### config.mk
export PLATFORM = sky130hd
export DESIGN_NAME = gled_top
export DESIGN_NICKNAME = d
export VERILOG_FILES = /design/src/shared/gled_pkg.sv /design/src/logic/gled_top.sv
export VERILOG_INCLUDE_DIRS = /design/src /design/src/shared
export SDC_FILE = /design/constraint.sdc
export NUM_CORES = 1
export LEC_CHECK = 0
export ABC_AREA = 1
export BUFFER_PORTS_ARGS = -buffer_cell sky130_fd_sc_hd__buf_2
export CAP_MARGIN = 25
export CORE_MARGIN = 8
export CORE_UTILIZATION = 25
export CTS_BUF_LIST = sky130_fd_sc_hd__clkbuf_4
export DETAILED_ROUTE_END_ITERATION = 8
export HOLD_SLACK_MARGIN = 0.15
export PLACE_DENSITY_LB_ADDON = 0.08
export RECOVER_POWER = 25
export SLEW_MARGIN = 20
export SYNTH_ARGS = -nofsm -noshare
export SYNTH_HDL_FRONTEND = slang
export SYNTH_SLANG_ARGS = --single-unit
### constraint.sdc
create_clock -name sys_clk_i -period 5.77 [get_ports sys_clk_i]
set_input_delay 1.154 -clock sys_clk_i [delete_from_list [all_inputs] [get_ports sys_clk_i]]
set_output_delay 1.154 -clock sys_clk_i [all_outputs]
set_load 0.01 [all_outputs]
### src/shared/gled_cfg.svh
`ifndef GLED_CFG_SVH
`define GLED_CFG_SVH
// register offsets
`define GLED_A_LEDCFG 4'h0
`define GLED_A_MASK 4'h1
`define GLED_A_PACK 4'h2
`define GLED_A_HOLD 4'h3
`define GLED_A_EXTHOLD 4'h4
`define GLED_A_FCTH 4'h5
`define GLED_A_TEST 4'h6
`define GLED_A_FLAGS 4'h7
`define GLED_A_STATE 4'h8
// reset values
`define GLED_LEDCFG_RST 8'h00
`define GLED_MASK_RST 16'h0000
`define GLED_HOLD_RST 8'h04
`define GLED_FCTH_RST 8'hFF
// field positions
`define GLED_F_ALWAYS 3
`define GLED_F_CNT_LSB 4
`define GLED_F_HEALTH 0
`define GLED_F_SCALED 1
`define GLED_F_TEST_EN 0
`define GLED_F_TEST_ON 1
`define GLED_F_FC 9
`define GLED_F_OCV 7
`define GLED_FLAG_KEEP 16'hFF97
// display modes
`define GLED_MODE_NONE 3'h0
`define GLED_MODE_SINGLE 3'h1
`define GLED_MODE_FOUR 3'h2
`define GLED_MODE_EXT2W 3'h3
`define GLED_MODE_EXT1W 3'h4
// timing
`define GLED_CLK_NS 10
`define GLED_SLOT_NS 7812500
`define GLED_SLOTS_PER_SEC 8'h80
`define GLED_PRESS_SLOTS 8'h80
`define GLED_SINGLE_MAX 7'h5A
`define GLED_PCT_MAX 7'h64
`define GLED_SHIFT_HALF_NS 500
`endif

### src/shared/gled_pkg.sv
package gled_pkg;
	typedef logic [3:0] gled_addr_t;
	typedef logic [15:0] gled_word_t;
	typedef enum logic [1:0] {
		SH_IDLE,
		SH_LOW,
		SH_HIGH
	} gled_shift_t;
endpackage

### src/logic/gled_top.sv
`timescale 1ns/1ps
`include "gled_cfg.svh"
module gled_top #(
	parameter int SLOT_CYCLES = `GLED_SLOT_NS / `GLED_CLK_NS,
	parameter int SHIFT_HALF = (`GLED_SHIFT_HALF_NS + `GLED_CLK_NS - 1)
		/ `GLED_CLK_NS,
	parameter int MAX_LEDS = 16
) (
	input wire logic sys_clk_i,
	input wire logic srst_i,
	input wire logic ce_i,
	input wire gled_pkg::gled_addr_t addr_i,
	input wire gled_pkg::gled_word_t wdata_i,
	input wire logic wr_i,
	input wire logic rd_i,
	output gled_pkg::gled_word_t rdata_o,
	input wire logic display_request_input_i,
	input wire logic [6:0] relative_charge_percent_i,
	input wire logic [6:0] health_percent_i,
	input wire logic [15:0] gauge_flags_i,
	input wire logic charge_termination_i,
	input wire logic full_charge_clear_i,
	input wire logic rest_entry_i,
	input wire logic rest_voltage_done_i,
	input wire logic temp_measure_i,
	output logic shift_clock_pin_o,
	output logic shift_data_pin_o,
	output logic indicator_three_pin_o,
	output logic indicator_four_pin_o,
	output logic alert_port_modes_zero_one_o,
	output logic alert_port_mode_two_o,
	output logic alert_port_mode_two_oe_o,
	output logic alert_port_mode_three_o,
	output logic alert_port_mode_four_o,
	output logic scaled_units_o
);
	import gled_pkg::*;

	localparam int SW = $clog2(SLOT_CYCLES + 1);
	localparam int HW = $clog2(SHIFT_HALF + 1);

	if (SLOT_CYCLES < 2 || SHIFT_HALF < 1 || MAX_LEDS != 16) begin : g_chk
		$error("gled_top: unsupported parameter values");
	end

	//--------------------------------------------------------------
	// register file
	//--------------------------------------------------------------
	logic [7:0] ledcfg_reg;
	logic [15:0] mask_reg;
	logic [1:0] pack_reg;
	logic [7:0] hold_reg;
	logic [7:0] exthold_reg;
	logic [7:0] fcth_reg;
	logic [1:0] test_reg;
	logic [2:0] mode;
	logic always_on;
	logic ext_mode;
	logic [15:0] flags_eff;
	logic alert_act;

	assign mode = ledcfg_reg[2:0];
	assign ext_mode = (mode == `GLED_MODE_EXT2W)
		|| (mode == `GLED_MODE_EXT1W);
	// single-LED mode ignores the always-on bit
	assign always_on = ledcfg_reg[`GLED_F_ALWAYS]
		&& (mode != `GLED_MODE_SINGLE);

	// software writes; mode 0 and empty mask after reset
	always_ff @(posedge sys_clk_i) begin
		if (srst_i) begin
			ledcfg_reg <= `GLED_LEDCFG_RST;
			mask_reg <= `GLED_MASK_RST;
			pack_reg <= 2'h0;
			hold_reg <= `GLED_HOLD_RST;
			exthold_reg <= `GLED_HOLD_RST;
			fcth_reg <= `GLED_FCTH_RST;
			test_reg <= 2'h0;
		end else if (ce_i && wr_i) begin
			unique case (addr_i)
				`GLED_A_LEDCFG: ledcfg_reg <= wdata_i[7:0];
				`GLED_A_MASK: mask_reg <= wdata_i;
				`GLED_A_PACK: pack_reg <= wdata_i[1:0];
				`GLED_A_HOLD: hold_reg <= wdata_i[7:0];
				`GLED_A_EXTHOLD: exthold_reg <= wdata_i[7:0];
				`GLED_A_FCTH: fcth_reg <= wdata_i[7:0];
				`GLED_A_TEST: test_reg <= wdata_i[1:0];
				default: ;
			endcase
		end
	end

	// scaled units is a pure notice bit for the host
	always_ff @(posedge sys_clk_i) begin
		if (srst_i)
			scaled_units_o <= 1'b0;
		else if (ce_i)
			scaled_units_o <= pack_reg[`GLED_F_SCALED];
	end

	//--------------------------------------------------------------
	// time base: 7.8125 ms slots, 128 per second
	//--------------------------------------------------------------
	logic [SW-1:0] slot_cnt_reg;
	logic [6:0] phase_reg;
	logic slot_tick;
	logic sec_tick;

	assign slot_tick = slot_cnt_reg == SW'(SLOT_CYCLES - 1);
	assign sec_tick = slot_tick && (phase_reg == 7'h7F);

	// slot divider and phase within the 1 s period
	always_ff @(posedge sys_clk_i) begin
		if (srst_i) begin
			slot_cnt_reg <= '0;
			phase_reg <= 7'h00;
		end else if (ce_i) begin
			if (slot_tick) begin
				slot_cnt_reg <= '0;
				phase_reg <= phase_reg + 7'h01;
			end else begin
				slot_cnt_reg <= slot_cnt_reg + SW'(1);
			end
		end
	end

	//--------------------------------------------------------------
	// button hold and display timer
	//--------------------------------------------------------------
	logic [7:0] press_cnt_reg;
	logic press_fire;
	logic [7:0] hold_cnt_reg;
	logic disp_on_reg;
	logic refresh_reg;
	logic was_always_reg;
	logic [7:0] hold_sel;
	logic disp_eff;

	// counted in slots, so the press lasts 1 s less a slot to 1 s
	assign press_fire = slot_tick && display_request_input_i
		&& (press_cnt_reg == `GLED_PRESS_SLOTS - 8'h01);
	assign hold_sel = ext_mode ? exthold_reg : hold_reg;
	assign disp_eff = test_reg[`GLED_F_TEST_EN]
		? test_reg[`GLED_F_TEST_ON] : disp_on_reg;

	// release of the request restarts the count
	always_ff @(posedge sys_clk_i) begin
		if (srst_i)
			press_cnt_reg <= 8'h00;
		else if (ce_i) begin
			if (!display_request_input_i)
				press_cnt_reg <= 8'h00;
			else if (slot_tick && press_cnt_reg != `GLED_PRESS_SLOTS)
				press_cnt_reg <= press_cnt_reg + 8'h01;
		end
	end

	// on-time after a press, or refresh period when always on
	always_ff @(posedge sys_clk_i) begin
		if (srst_i) begin
			disp_on_reg <= 1'b0;
			hold_cnt_reg <= 8'h00;
			refresh_reg <= 1'b0;
			was_always_reg <= 1'b0;
		end else if (ce_i) begin
			refresh_reg <= 1'b0;
			was_always_reg <= always_on;
			if (always_on) begin
				disp_on_reg <= 1'b1;
				if (sec_tick) begin
					if (hold_cnt_reg <= 8'h01) begin
						hold_cnt_reg <= hold_sel;
						refresh_reg <= 1'b1;
					end else begin
						hold_cnt_reg <= hold_cnt_reg - 8'h01;
					end
				end
			end else if (press_fire) begin
				disp_on_reg <= 1'b1;
				hold_cnt_reg <= hold_sel;
			end else if (was_always_reg) begin
				// leaving always-on must not leave a stale display lit
				disp_on_reg <= 1'b0;
			end else if (sec_tick && disp_on_reg) begin
				if (hold_cnt_reg <= 8'h01)
					disp_on_reg <= 1'b0;
				else
					hold_cnt_reg <= hold_cnt_reg - 8'h01;
			end
		end
	end

	//--------------------------------------------------------------
	// percent split over the LEDs
	//--------------------------------------------------------------
	logic [6:0] pct_raw;
	logic [6:0] pct;
	logic [6:0] single_pct;
	logic [4:0] led_count;
	logic [11:0] pct_scaled;
	logic [15:0] lit;

	assign pct_raw = pack_reg[`GLED_F_HEALTH]
		? health_percent_i : relative_charge_percent_i;
	assign pct = (pct_raw > `GLED_PCT_MAX) ? `GLED_PCT_MAX : pct_raw;
	assign single_pct = (pct > `GLED_SINGLE_MAX)
		? `GLED_SINGLE_MAX : pct;
	// reserved count 0 is taken as one LED
	assign led_count = ext_mode
		? 5'(ledcfg_reg[7:`GLED_F_CNT_LSB]) + 5'h01 : 5'h04;
	assign pct_scaled = 12'(pct) * 12'(led_count);

	// LED k lights once the share below it is exceeded (rounds up)
	for (genvar k = 0; k < MAX_LEDS; k++) begin : g_lit
		assign lit[k] = (5'(k) < led_count)
			&& (pct_scaled > 12'(100 * k));
	end

	//--------------------------------------------------------------
	// shift-chain driver
	//--------------------------------------------------------------
	gled_shift_t sh_state;
	logic [HW-1:0] sh_cnt_reg;
	logic [3:0] sh_idx_reg;
	logic [15:0] sh_data_reg;
	logic [15:0] sent_reg;
	logic sh_clk_reg;
	logic sh_dat_reg;
	logic [15:0] pattern;
	logic [3:0] top_idx;
	logic sh_go;
	logic half_done;

	assign pattern = disp_eff ? lit : 16'h0000;
	// one stage chain up to 8 LEDs, two beyond
	assign top_idx = (led_count > 5'h08) ? 4'hF : 4'h7;
	assign sh_go = ext_mode && (refresh_reg || pattern != sent_reg);
	assign half_done = sh_cnt_reg == HW'(SHIFT_HALF - 1);

	// farthest stage first; data moves on the falling edge
	always_ff @(posedge sys_clk_i) begin
		if (srst_i) begin
			sh_state <= SH_IDLE;
			sh_cnt_reg <= '0;
			sh_idx_reg <= 4'h0;
			sh_data_reg <= 16'h0000;
			sent_reg <= 16'h0000;
			sh_clk_reg <= 1'b0;
			sh_dat_reg <= 1'b0;
		end else if (ce_i) begin
			unique case (sh_state)
				SH_IDLE: begin
					if (sh_go) begin
						sh_data_reg <= pattern;
						sent_reg <= pattern;
						sh_idx_reg <= top_idx;
						sh_dat_reg <= pattern[top_idx];
						sh_cnt_reg <= '0;
						sh_state <= SH_LOW;
					end
				end
				SH_LOW: begin
					sh_cnt_reg <= half_done ? '0 : sh_cnt_reg + HW'(1);
					if (half_done) begin
						sh_clk_reg <= 1'b1;
						sh_state <= SH_HIGH;
					end
				end
				SH_HIGH: begin
					sh_cnt_reg <= half_done ? '0 : sh_cnt_reg + HW'(1);
					if (half_done) begin
						sh_clk_reg <= 1'b0;
						if (sh_idx_reg == 4'h0) begin
							sh_state <= SH_IDLE;
						end else begin
							sh_idx_reg <= sh_idx_reg - 4'h1;
							sh_dat_reg <= sh_data_reg[sh_idx_reg - 4'h1];
							sh_state <= SH_LOW;
						end
					end
				end
			endcase
		end
	end

	//--------------------------------------------------------------
	// LED pins, registered
	//--------------------------------------------------------------
	logic [3:0] pins_next;

	always_comb begin
		pins_next = 4'h0;
		unique case (mode)
			`GLED_MODE_SINGLE:
				pins_next[0] = disp_eff && (phase_reg < single_pct);
			`GLED_MODE_FOUR:
				pins_next = disp_eff ? lit[3:0] : 4'h0;
			`GLED_MODE_EXT2W, `GLED_MODE_EXT1W:
				pins_next[1:0] = {sh_dat_reg, sh_clk_reg};
			default: pins_next = 4'h0;
		endcase
	end

	// pin order: led1 clock, led2 data, led3, led4
	always_ff @(posedge sys_clk_i) begin
		if (srst_i) begin
			shift_clock_pin_o <= 1'b0;
			shift_data_pin_o <= 1'b0;
			indicator_three_pin_o <= 1'b0;
			indicator_four_pin_o <= 1'b0;
		end else if (ce_i) begin
			shift_clock_pin_o <= pins_next[0];
			shift_data_pin_o <= pins_next[1];
			indicator_three_pin_o <= pins_next[2];
			indicator_four_pin_o <= pins_next[3];
		end
	end

	//--------------------------------------------------------------
	// status flags kept here
	//--------------------------------------------------------------
	logic fc_reg;
	logic ocv_reg;
	logic full_charge_threshold;

	assign full_charge_threshold = (fcth_reg == 8'hFF) ? charge_termination_i
		: ({1'b0, pct_raw} > fcth_reg);

	// set wins over a clear in the same cycle
	always_ff @(posedge sys_clk_i) begin
		if (srst_i) begin
			fc_reg <= 1'b0;
			ocv_reg <= 1'b0;
		end else if (ce_i) begin
			if (full_charge_threshold)
				fc_reg <= 1'b1;
			else if (full_charge_clear_i)
				fc_reg <= 1'b0;
			if (rest_voltage_done_i)
				ocv_reg <= 1'b1;
			else if (rest_entry_i)
				ocv_reg <= 1'b0;
		end
	end

	//--------------------------------------------------------------
	// alert
	//--------------------------------------------------------------
	always_comb begin
		flags_eff = gauge_flags_i & `GLED_FLAG_KEEP;
		flags_eff[`GLED_F_FC] = fc_reg;
		flags_eff[`GLED_F_OCV] = ocv_reg;
	end
	assign alert_act = |(flags_eff & mask_reg);

	// idle ports sit high; mode 2 pin lets go while sensing
	always_ff @(posedge sys_clk_i) begin
		if (srst_i) begin
			alert_port_modes_zero_one_o <= 1'b1;
			alert_port_mode_two_o <= 1'b1;
			alert_port_mode_two_oe_o <= 1'b0;
			alert_port_mode_three_o <= 1'b1;
			alert_port_mode_four_o <= 1'b1;
		end else if (ce_i) begin
			alert_port_modes_zero_one_o <= !(alert_act
				&& (mode <= `GLED_MODE_SINGLE));
			alert_port_mode_two_o <= 1'b0;
			alert_port_mode_two_oe_o <= alert_act && !temp_measure_i
				&& (mode == `GLED_MODE_FOUR);
			alert_port_mode_three_o <= !(alert_act
				&& (mode == `GLED_MODE_EXT2W));
			alert_port_mode_four_o <= !(alert_act
				&& (mode == `GLED_MODE_EXT1W));
		end
	end

	//--------------------------------------------------------------
	// read port, data one cycle after the strobe
	//--------------------------------------------------------------
	always_ff @(posedge sys_clk_i) begin
		if (srst_i)
			rdata_o <= 16'h0000;
		else if (ce_i) begin
			rdata_o <= 16'h0000;
			if (rd_i) begin
				unique case (addr_i)
					`GLED_A_LEDCFG: rdata_o <= {8'h00, ledcfg_reg};
					`GLED_A_MASK: rdata_o <= mask_reg;
					`GLED_A_PACK: rdata_o <= {14'h0000, pack_reg};
					`GLED_A_HOLD: rdata_o <= {8'h00, hold_reg};
					`GLED_A_EXTHOLD: rdata_o <= {8'h00, exthold_reg};
					`GLED_A_FCTH: rdata_o <= {8'h00, fcth_reg};
					`GLED_A_TEST: rdata_o <= {14'h0000, test_reg};
					`GLED_A_FLAGS: rdata_o <= flags_eff;
					`GLED_A_STATE: rdata_o <= {12'h000, alert_act,
						sh_state != SH_IDLE, disp_eff, disp_on_reg};
					default: rdata_o <= 16'h0000;
				endcase
			end
		end
	end

	logic [4:0] pulse_cnt_reg;
	// clock pulses seen in the current shift frame
	always_ff @(posedge sys_clk_i) begin
		if (srst_i || sh_state == SH_IDLE)
			pulse_cnt_reg <= 5'h00;
		else if (ce_i && sh_state == SH_LOW && half_done)
			pulse_cnt_reg <= pulse_cnt_reg + 5'h01;
	end
endmodule

After elaboration in Yosys (flattened, before gate mapping):

Cells that the tools add are included.
W data, S select, Z words.

* $add $sub $neg: 7
* multipliers: 1
* order comparisons: 41
* equality and inequality tests: 30
* mux-type cells: 60
* bitwise gates (word level): 1
* reduce and logical (&&, ||, !) cells: 68

Operators by type and width (count)
* $pmux W16 S9: 1
* $mux W8: 10
* $gt A12 B10 Y1 const B: 5
* $gt A12 B11 Y1 const B: 5
* $lt A4 B5 Y1 const A: 8
* $gt A12 B9 Y1 const B: 3
* $mux W16: 2
* $logic_and A1 B1 Y1: 30
* $reduce_and A2 Y1: 12
* $mux W1: 22
* $mux W7: 3
* $add A20 B1 Y20 const B: 1
* $eq A20 B20 Y1 const B: 1
* $lt A3 B5 Y1 const A: 4
* $mux W20: 1
* $mux W4: 5
* $and A16 B16 Y16: 1
* $eq A4 B3 Y1 const B: 4
* $ne A16 B16 Y1: 1
* $reduce_or A16 Y1: 1
* $gt A7 B7 Y1 const B: 2
* $gt A12 B1 Y1 const B: 1
* $gt A12 B7 Y1 const B: 1
* $gt A12 B8 Y1 const B: 1
* other kinds (52): 83

* register bits after elaboration: 156
* input bits: 61
* output and inout bits: 26
* logic and storage cells: 241

Logic depth before layout (Yosys ltp):

* depth after elaboration: 12
* gate-level depth with buffers: 44
* gate-level depth less buffers: 43

Worst setup path after synthesis:

No wires, ideal clock.

* path type: input-to-reg
* start: input health_percent_i[6]
* end: register sh_idx_reg[0]
* library setup time: 0.114 ns
* arrival: 5.984 ns
* required time: 5.656 ns
* slack: -0.328 ns
* stages on the path: 37
* path buffers: 0
* path through: or2_1 o21ai_2 nor2_1 nand2_1 inv_1 nor2_1 nor2_1 fa_1 fa_1 inv_1 fa_1 inv_1 ha_1 nand2_1 inv_1 nand2_2 nand2_1 nand2_1 nand3_1 nand2_1 nand2_1 nor2_4 nand2_1 nand2_1 nand2_1 nand2_1 nand2_1 a21oi_1 nand2_1 nor2_1 nand3_2 nand2_4 nand2_4 nand3_2 nand2_1 nand2_1 nor2_1

* word-level cells in the longest chain between the ends: 12
* elaborated cells between the ends (all ways): 42
* classes of those cells: mul: 1; order compare: 17; eq/ne: 2; mux: 3; reduce/logical: 19

Ends and longest elaborated chain
* from (decl): line gled_top.sv:19 `input wire logic [6:0] health_percent_i,`
* $mux W7 *: line gled_top.sv:203 `` assign pct_raw = pack_reg[`GLED_F_HEALTH] ``
* $gt A7 B7 Y1 (no line)
* $mux W7 *: line gled_top.sv:205 `` assign pct = (pct_raw > `GLED_PCT_MAX) ? `GLED_PCT_MAX : pct_raw; ``
* $mul A7 B5 Y12 *: line gled_top.sv:211 `assign pct_scaled = 12'(pct) * 12'(led_count);`
* $gt A12 B1 Y1 (tied with other cells): line gled_top.sv:216 `&& (pct_scaled > 12'(100 * k));`
* $logic_and A1 B1 Y1: line gled_top.sv:216
* $mux W16 *: line gled_top.sv:234 `assign pattern = disp_eff ? lit : 16'h0000;`
* $ne A16 B16 Y1 *: line gled_top.sv:237 `assign sh_go = ext_mode && (refresh_reg || pattern != sent_reg);`
* $logic_or A1 B1 Y1 *: line gled_top.sv:237
* $logic_and A1 B1 Y1 *: line gled_top.sv:237
* $ne A2 B2 Y1 (no line) *
* $reduce_and A5 Y1 (no line) *
* to (signal assigned): line gled_top.sv:256 `sh_idx_reg <= top_idx;`
* to (signal assigned): line gled_top.sv:276 `sh_idx_reg <= sh_idx_reg - 4'h1;`
* to (decl): line gled_top.sv:224 `logic [3:0] sh_idx_reg;`

Mark *: on every way between the ends. The rest lies on a longest branch, timed or not.
A chain may end at the register's enable or synchronous reset.

Worst setup path after layout:

* start: input health_percent_i[6]
* end: register sent_reg[11]

* word-level cells in the longest chain between the ends: 11
* elaborated cells between the ends (all ways): 41
* classes of those cells: mul: 1; order compare: 17; eq/ne: 1; mux: 3; reduce/logical: 19

Ends and longest elaborated chain
* $mux W7 *: line gled_top.sv:203
* $gt A7 B7 Y1 (no line)
* $mux W7 *: line gled_top.sv:205
* $mul A7 B5 Y12 *: line gled_top.sv:211
* $gt A12 B1 Y1 (tied with other cells): line gled_top.sv:216
* $logic_and A1 B1 Y1: line gled_top.sv:216
* $mux W16 *: line gled_top.sv:234
* $ne A16 B16 Y1: line gled_top.sv:237
* $logic_or A1 B1 Y1: line gled_top.sv:237
* $logic_and A1 B1 Y1: line gled_top.sv:237
* $reduce_and A3 Y1 (no line)
* to (signal assigned): line gled_top.sv:255 `sent_reg <= pattern;`
* to (decl): line gled_top.sv:226 `logic [15:0] sent_reg;`

Marks and branches as above.

==> flow_metrics.env <==
export IMPL_status="finished with violations"
export IMPL_violations="max-capacitance violations, max-slew violations"
export IMPL_io_buffers=81
export IMPL_crit_fanout=7
export IMPL_grt_util_all_layers=0.1487
export IMPL_grt_pass1_vias=10730
export IMPL_final_util=0.3198
export IMPL_synth_area_leaders="dfxtp_1, nand2_1, inv_1"
export IMPL_hold_viol_final=0
export IMPL_max_slew_margin_rel=-0.2462
export IMPL_cts_clk_slew_worst_paths_ns=0.15
export IMPL_maxSlewViolCount=36
export IMPL_largest_register_ffs=20
export IMPL_grt_pass1_wl_um=58750
export IMPL_setup_viol=0
export IMPL_hpwl_um=28980
export IMPL_crit_slowest_cell="fa_1"
export IMPL_synth_common_cells="nand2_1, inv_1, nor2_1"
export IMPL_cts_buffer_depth=2
export IMPL_critPathCaptureType="register"
export IMPL_cts_sinks=156
export IMPL_final_area_um2=13320
export IMPL_ant_nets=0
export IMPL_routed_via_density=4.639
export IMPL_ys_ff_latch=156
export IMPL_ys_types=53
export IMPL_drc_errors=0
export IMPL_vias=10970
export IMPL_grt_start_max_net_pins=60
export IMPL_cts_tree="built"
export IMPL_num_rows=75
export IMPL_drt_initial_drc_count=543
export IMPL_max_vdd_ir_drop_mv=0.1018
export IMPL_yosys_cell_count_top_type="nand2_1"
export IMPL_h_tree_depth=4
export IMPL_cts_buffers=17
export IMPL_die_area_um2=48800
export IMPL_yosys_most_used_dff="dfxtp_1"
export IMPL_postSynthNetCount=1748
export IMPL_syn_mean_instance_area_um2=6.460
export IMPL_antenna_found_initial=1
export IMPL_wire_per_inst_um=15.73
export IMPL_yosys_warnings=0
export IMPL_drive_above_1_share=0.2242
export IMPL_gp_congestion=0.8374
export IMPL_syn_area_um2=10500
export IMPL_p_per_area_nw_per_um2=171.3
export IMPL_max_stage_delay_ns=0.54
export IMPL_die_x_um=220.9
export IMPL_insertion_delay_ns=0.61
export IMPL_fin_nets=1935
export IMPL_clock_skew_final_ns=0.02473
export IMPL_crit_type="in2reg"
export IMPL_postCtsHoldBufs=0
export IMPL_p_leak_nw=5.799
export IMPL_cp_common_cell="nand2_1"
export IMPL_max_freq_mhz=177.0
export IMPL_synth_edf_count=0
export IMPL_yosys_area_top_type="dfxtp_1"
export IMPL_seq_area_frac_synth=0.2975
export IMPL_grt_ovfl_total=0
export IMPL_core_area_um2=41670
export IMPL_critPathLaunchType="input port"
export IMPL_rsz0062_at_grt="yes"
export IMPL_timing_final_crit_share=0.9790
export IMPL_root_buffer="clkbuf_4"
export IMPL_arrival_ns=6.16
export IMPL_crit_required_ns=6.29
export IMPL_synthArstFlopShare=0
export IMPL_syn2layout_area_growth_pct=26.91
export IMPL_io_pins=87
export IMPL_hold_class="reg2reg"
export IMPL_drt_pass1_iterations=5
export IMPL_maxCapViolCount=1
export IMPL_worst_slew_pin_slew_ns=1.869
export IMPL_placed_area_um2=12350
export IMPL_initial_utilization=0.2520
export IMPL_syn_inst=1625
export IMPL_die_h_um=220.9
export IMPL_wl_um=37180
export IMPL_period_minus_slack_ns=5.649
export IMPL_netlist_area_leader_share=0.2975
## power by group
group	switching, mW	total, mW	internal (mW)
Combinational	0.292	0.473	0.181
Clock	0.442	0.699	0.256
Sequential	0.0151	1.11	1.10
Total	0.749	2.28	1.53
## timing repair
item                       4_1_cts  5_1_grt
cloned                           1        0
resized for setup                5      138
buffers inserted                 2       23
hold endpoints to repair         0        0
setup endpoints to repair       14       29
pin swaps                        2       40
## cell usage in the layout, fill, tap and decap left out, types with 5 or more instances in the layout
| cell type | count |
|---|---|
| nand2_2 | 43 |
| a21oi_1 | 131 |
| clkbuf_4 | 17 |
| nor2_1 | 167 |
| nand3_2 | 15 |
| nand3_1 | 65 |
| buf_6 | 12 |
| inv_1 | 220 |
| ha_1 | 44 |
| clkinv_1 | 7 |
| inv_2 | 18 |
| nand4_1 | 35 |
| o2111ai_1 | 5 |
| nor4_1 | 8 |
| o21ai_1 | 11 |
| dfxtp_1 | 156 |
| nand2_4 | 22 |
| a221oi_1 | 8 |
| nor3b_1 | 5 |
| buf_2 | 76 |
| fa_1 | 14 |
| nand2_1 | 322 |
| a21oi_2 | 14 |
| o211ai_1 | 11 |
| buf_4 | 110 |
| xor2_1 | 19 |
| nor3_1 | 35 |
| nor2_4 | 19 |
| a211oi_1 | 7 |
| o22ai_1 | 12 |
| o21ai_2 | 9 |
| nor2_2 | 17 |
| o21ai_0 | 104 |
## final timing paths
kind              slack, ns  cells after the start                          startpoint                                  to
hold reg to reg        0.46                      2  alert_port_mode_two_o$_SDFFE_PP1P_  alert_port_mode_two_o$_SDFFE_PP1P_
setup / recovery       0.12                     36                 health_percent_i[6]           sent_reg[11]$_SDFFE_PP0P_
setup reg to reg       0.29                     38            pack_reg[0]$_SDFFE_PP0P_           sent_reg[11]$_SDFFE_PP0P_
hold / removal         0.46                      2  alert_port_mode_two_o$_SDFFE_PP1P_  alert_port_mode_two_o$_SDFFE_PP1P_
## worst max-delay path, delay by kind of cell
family                     cells  cell delay [ns]
AOI/OAI and AO/OA              3             0.23
and+or+nand+nor               18             1.66
xor gates and xnor gates       1             0.18
buffers and inverters         10             1.18
adders and majority gates      4             1.76
## per-layer routing
layer  track usage  vias to the layer above  routed length [um]
met1        0.1903                     5061               17740
met5             0                        -                   0
li1              -                     5686                   -
met3       0.02354                       33                1150
met4       0.04369                        0                 760
met2        0.2549                      186               17530
## cell families (layout without fill, tap and decap cells)
family,after synthesis,count (layout),synth area share
buffers and inverters,285,483,0.1042
AO/OA/AOI/OAI,331,331,0.1745
multiplexers,1,1,0.0009536
flip-flops,156,156,0.2975
XOR/XNOR,24,24,0.02074
AND/OR/NAND/NOR,766,767,0.3175
adder cells (fa/ha/maj),62,62,0.08462
other,0,1,0
## through the flow
step,hold slack (ns),power [mW],TNS (ns),worst slack (ns),instances
CTS,0.4627,2.286,0,0.002164,2340
detailed placement,0.4371,1.570,-20.78,-0.8303,2306
global route,0.4844,2.423,-1.262,-0.09334,2364
floorplan,0.4297,1.392,-0.09483,-0.02135,1625
global placement,0.4287,1.572,-20.48,-0.8156,2306
finish,0.4564,2.283,0,0.1210,2364
## cell type report
type	count	area [um^2]
antenna	1	2.502
sequential	156	3123
inverter	248	945.9
timing repair buffer	204	1413
tap	539	674.4
clock buffer	17	127.6
fill	4699	28340
clock inverter	14	145.1
multi-input combinational	1185	6892
Note: power is estimated with default switching activity, not from simulation.
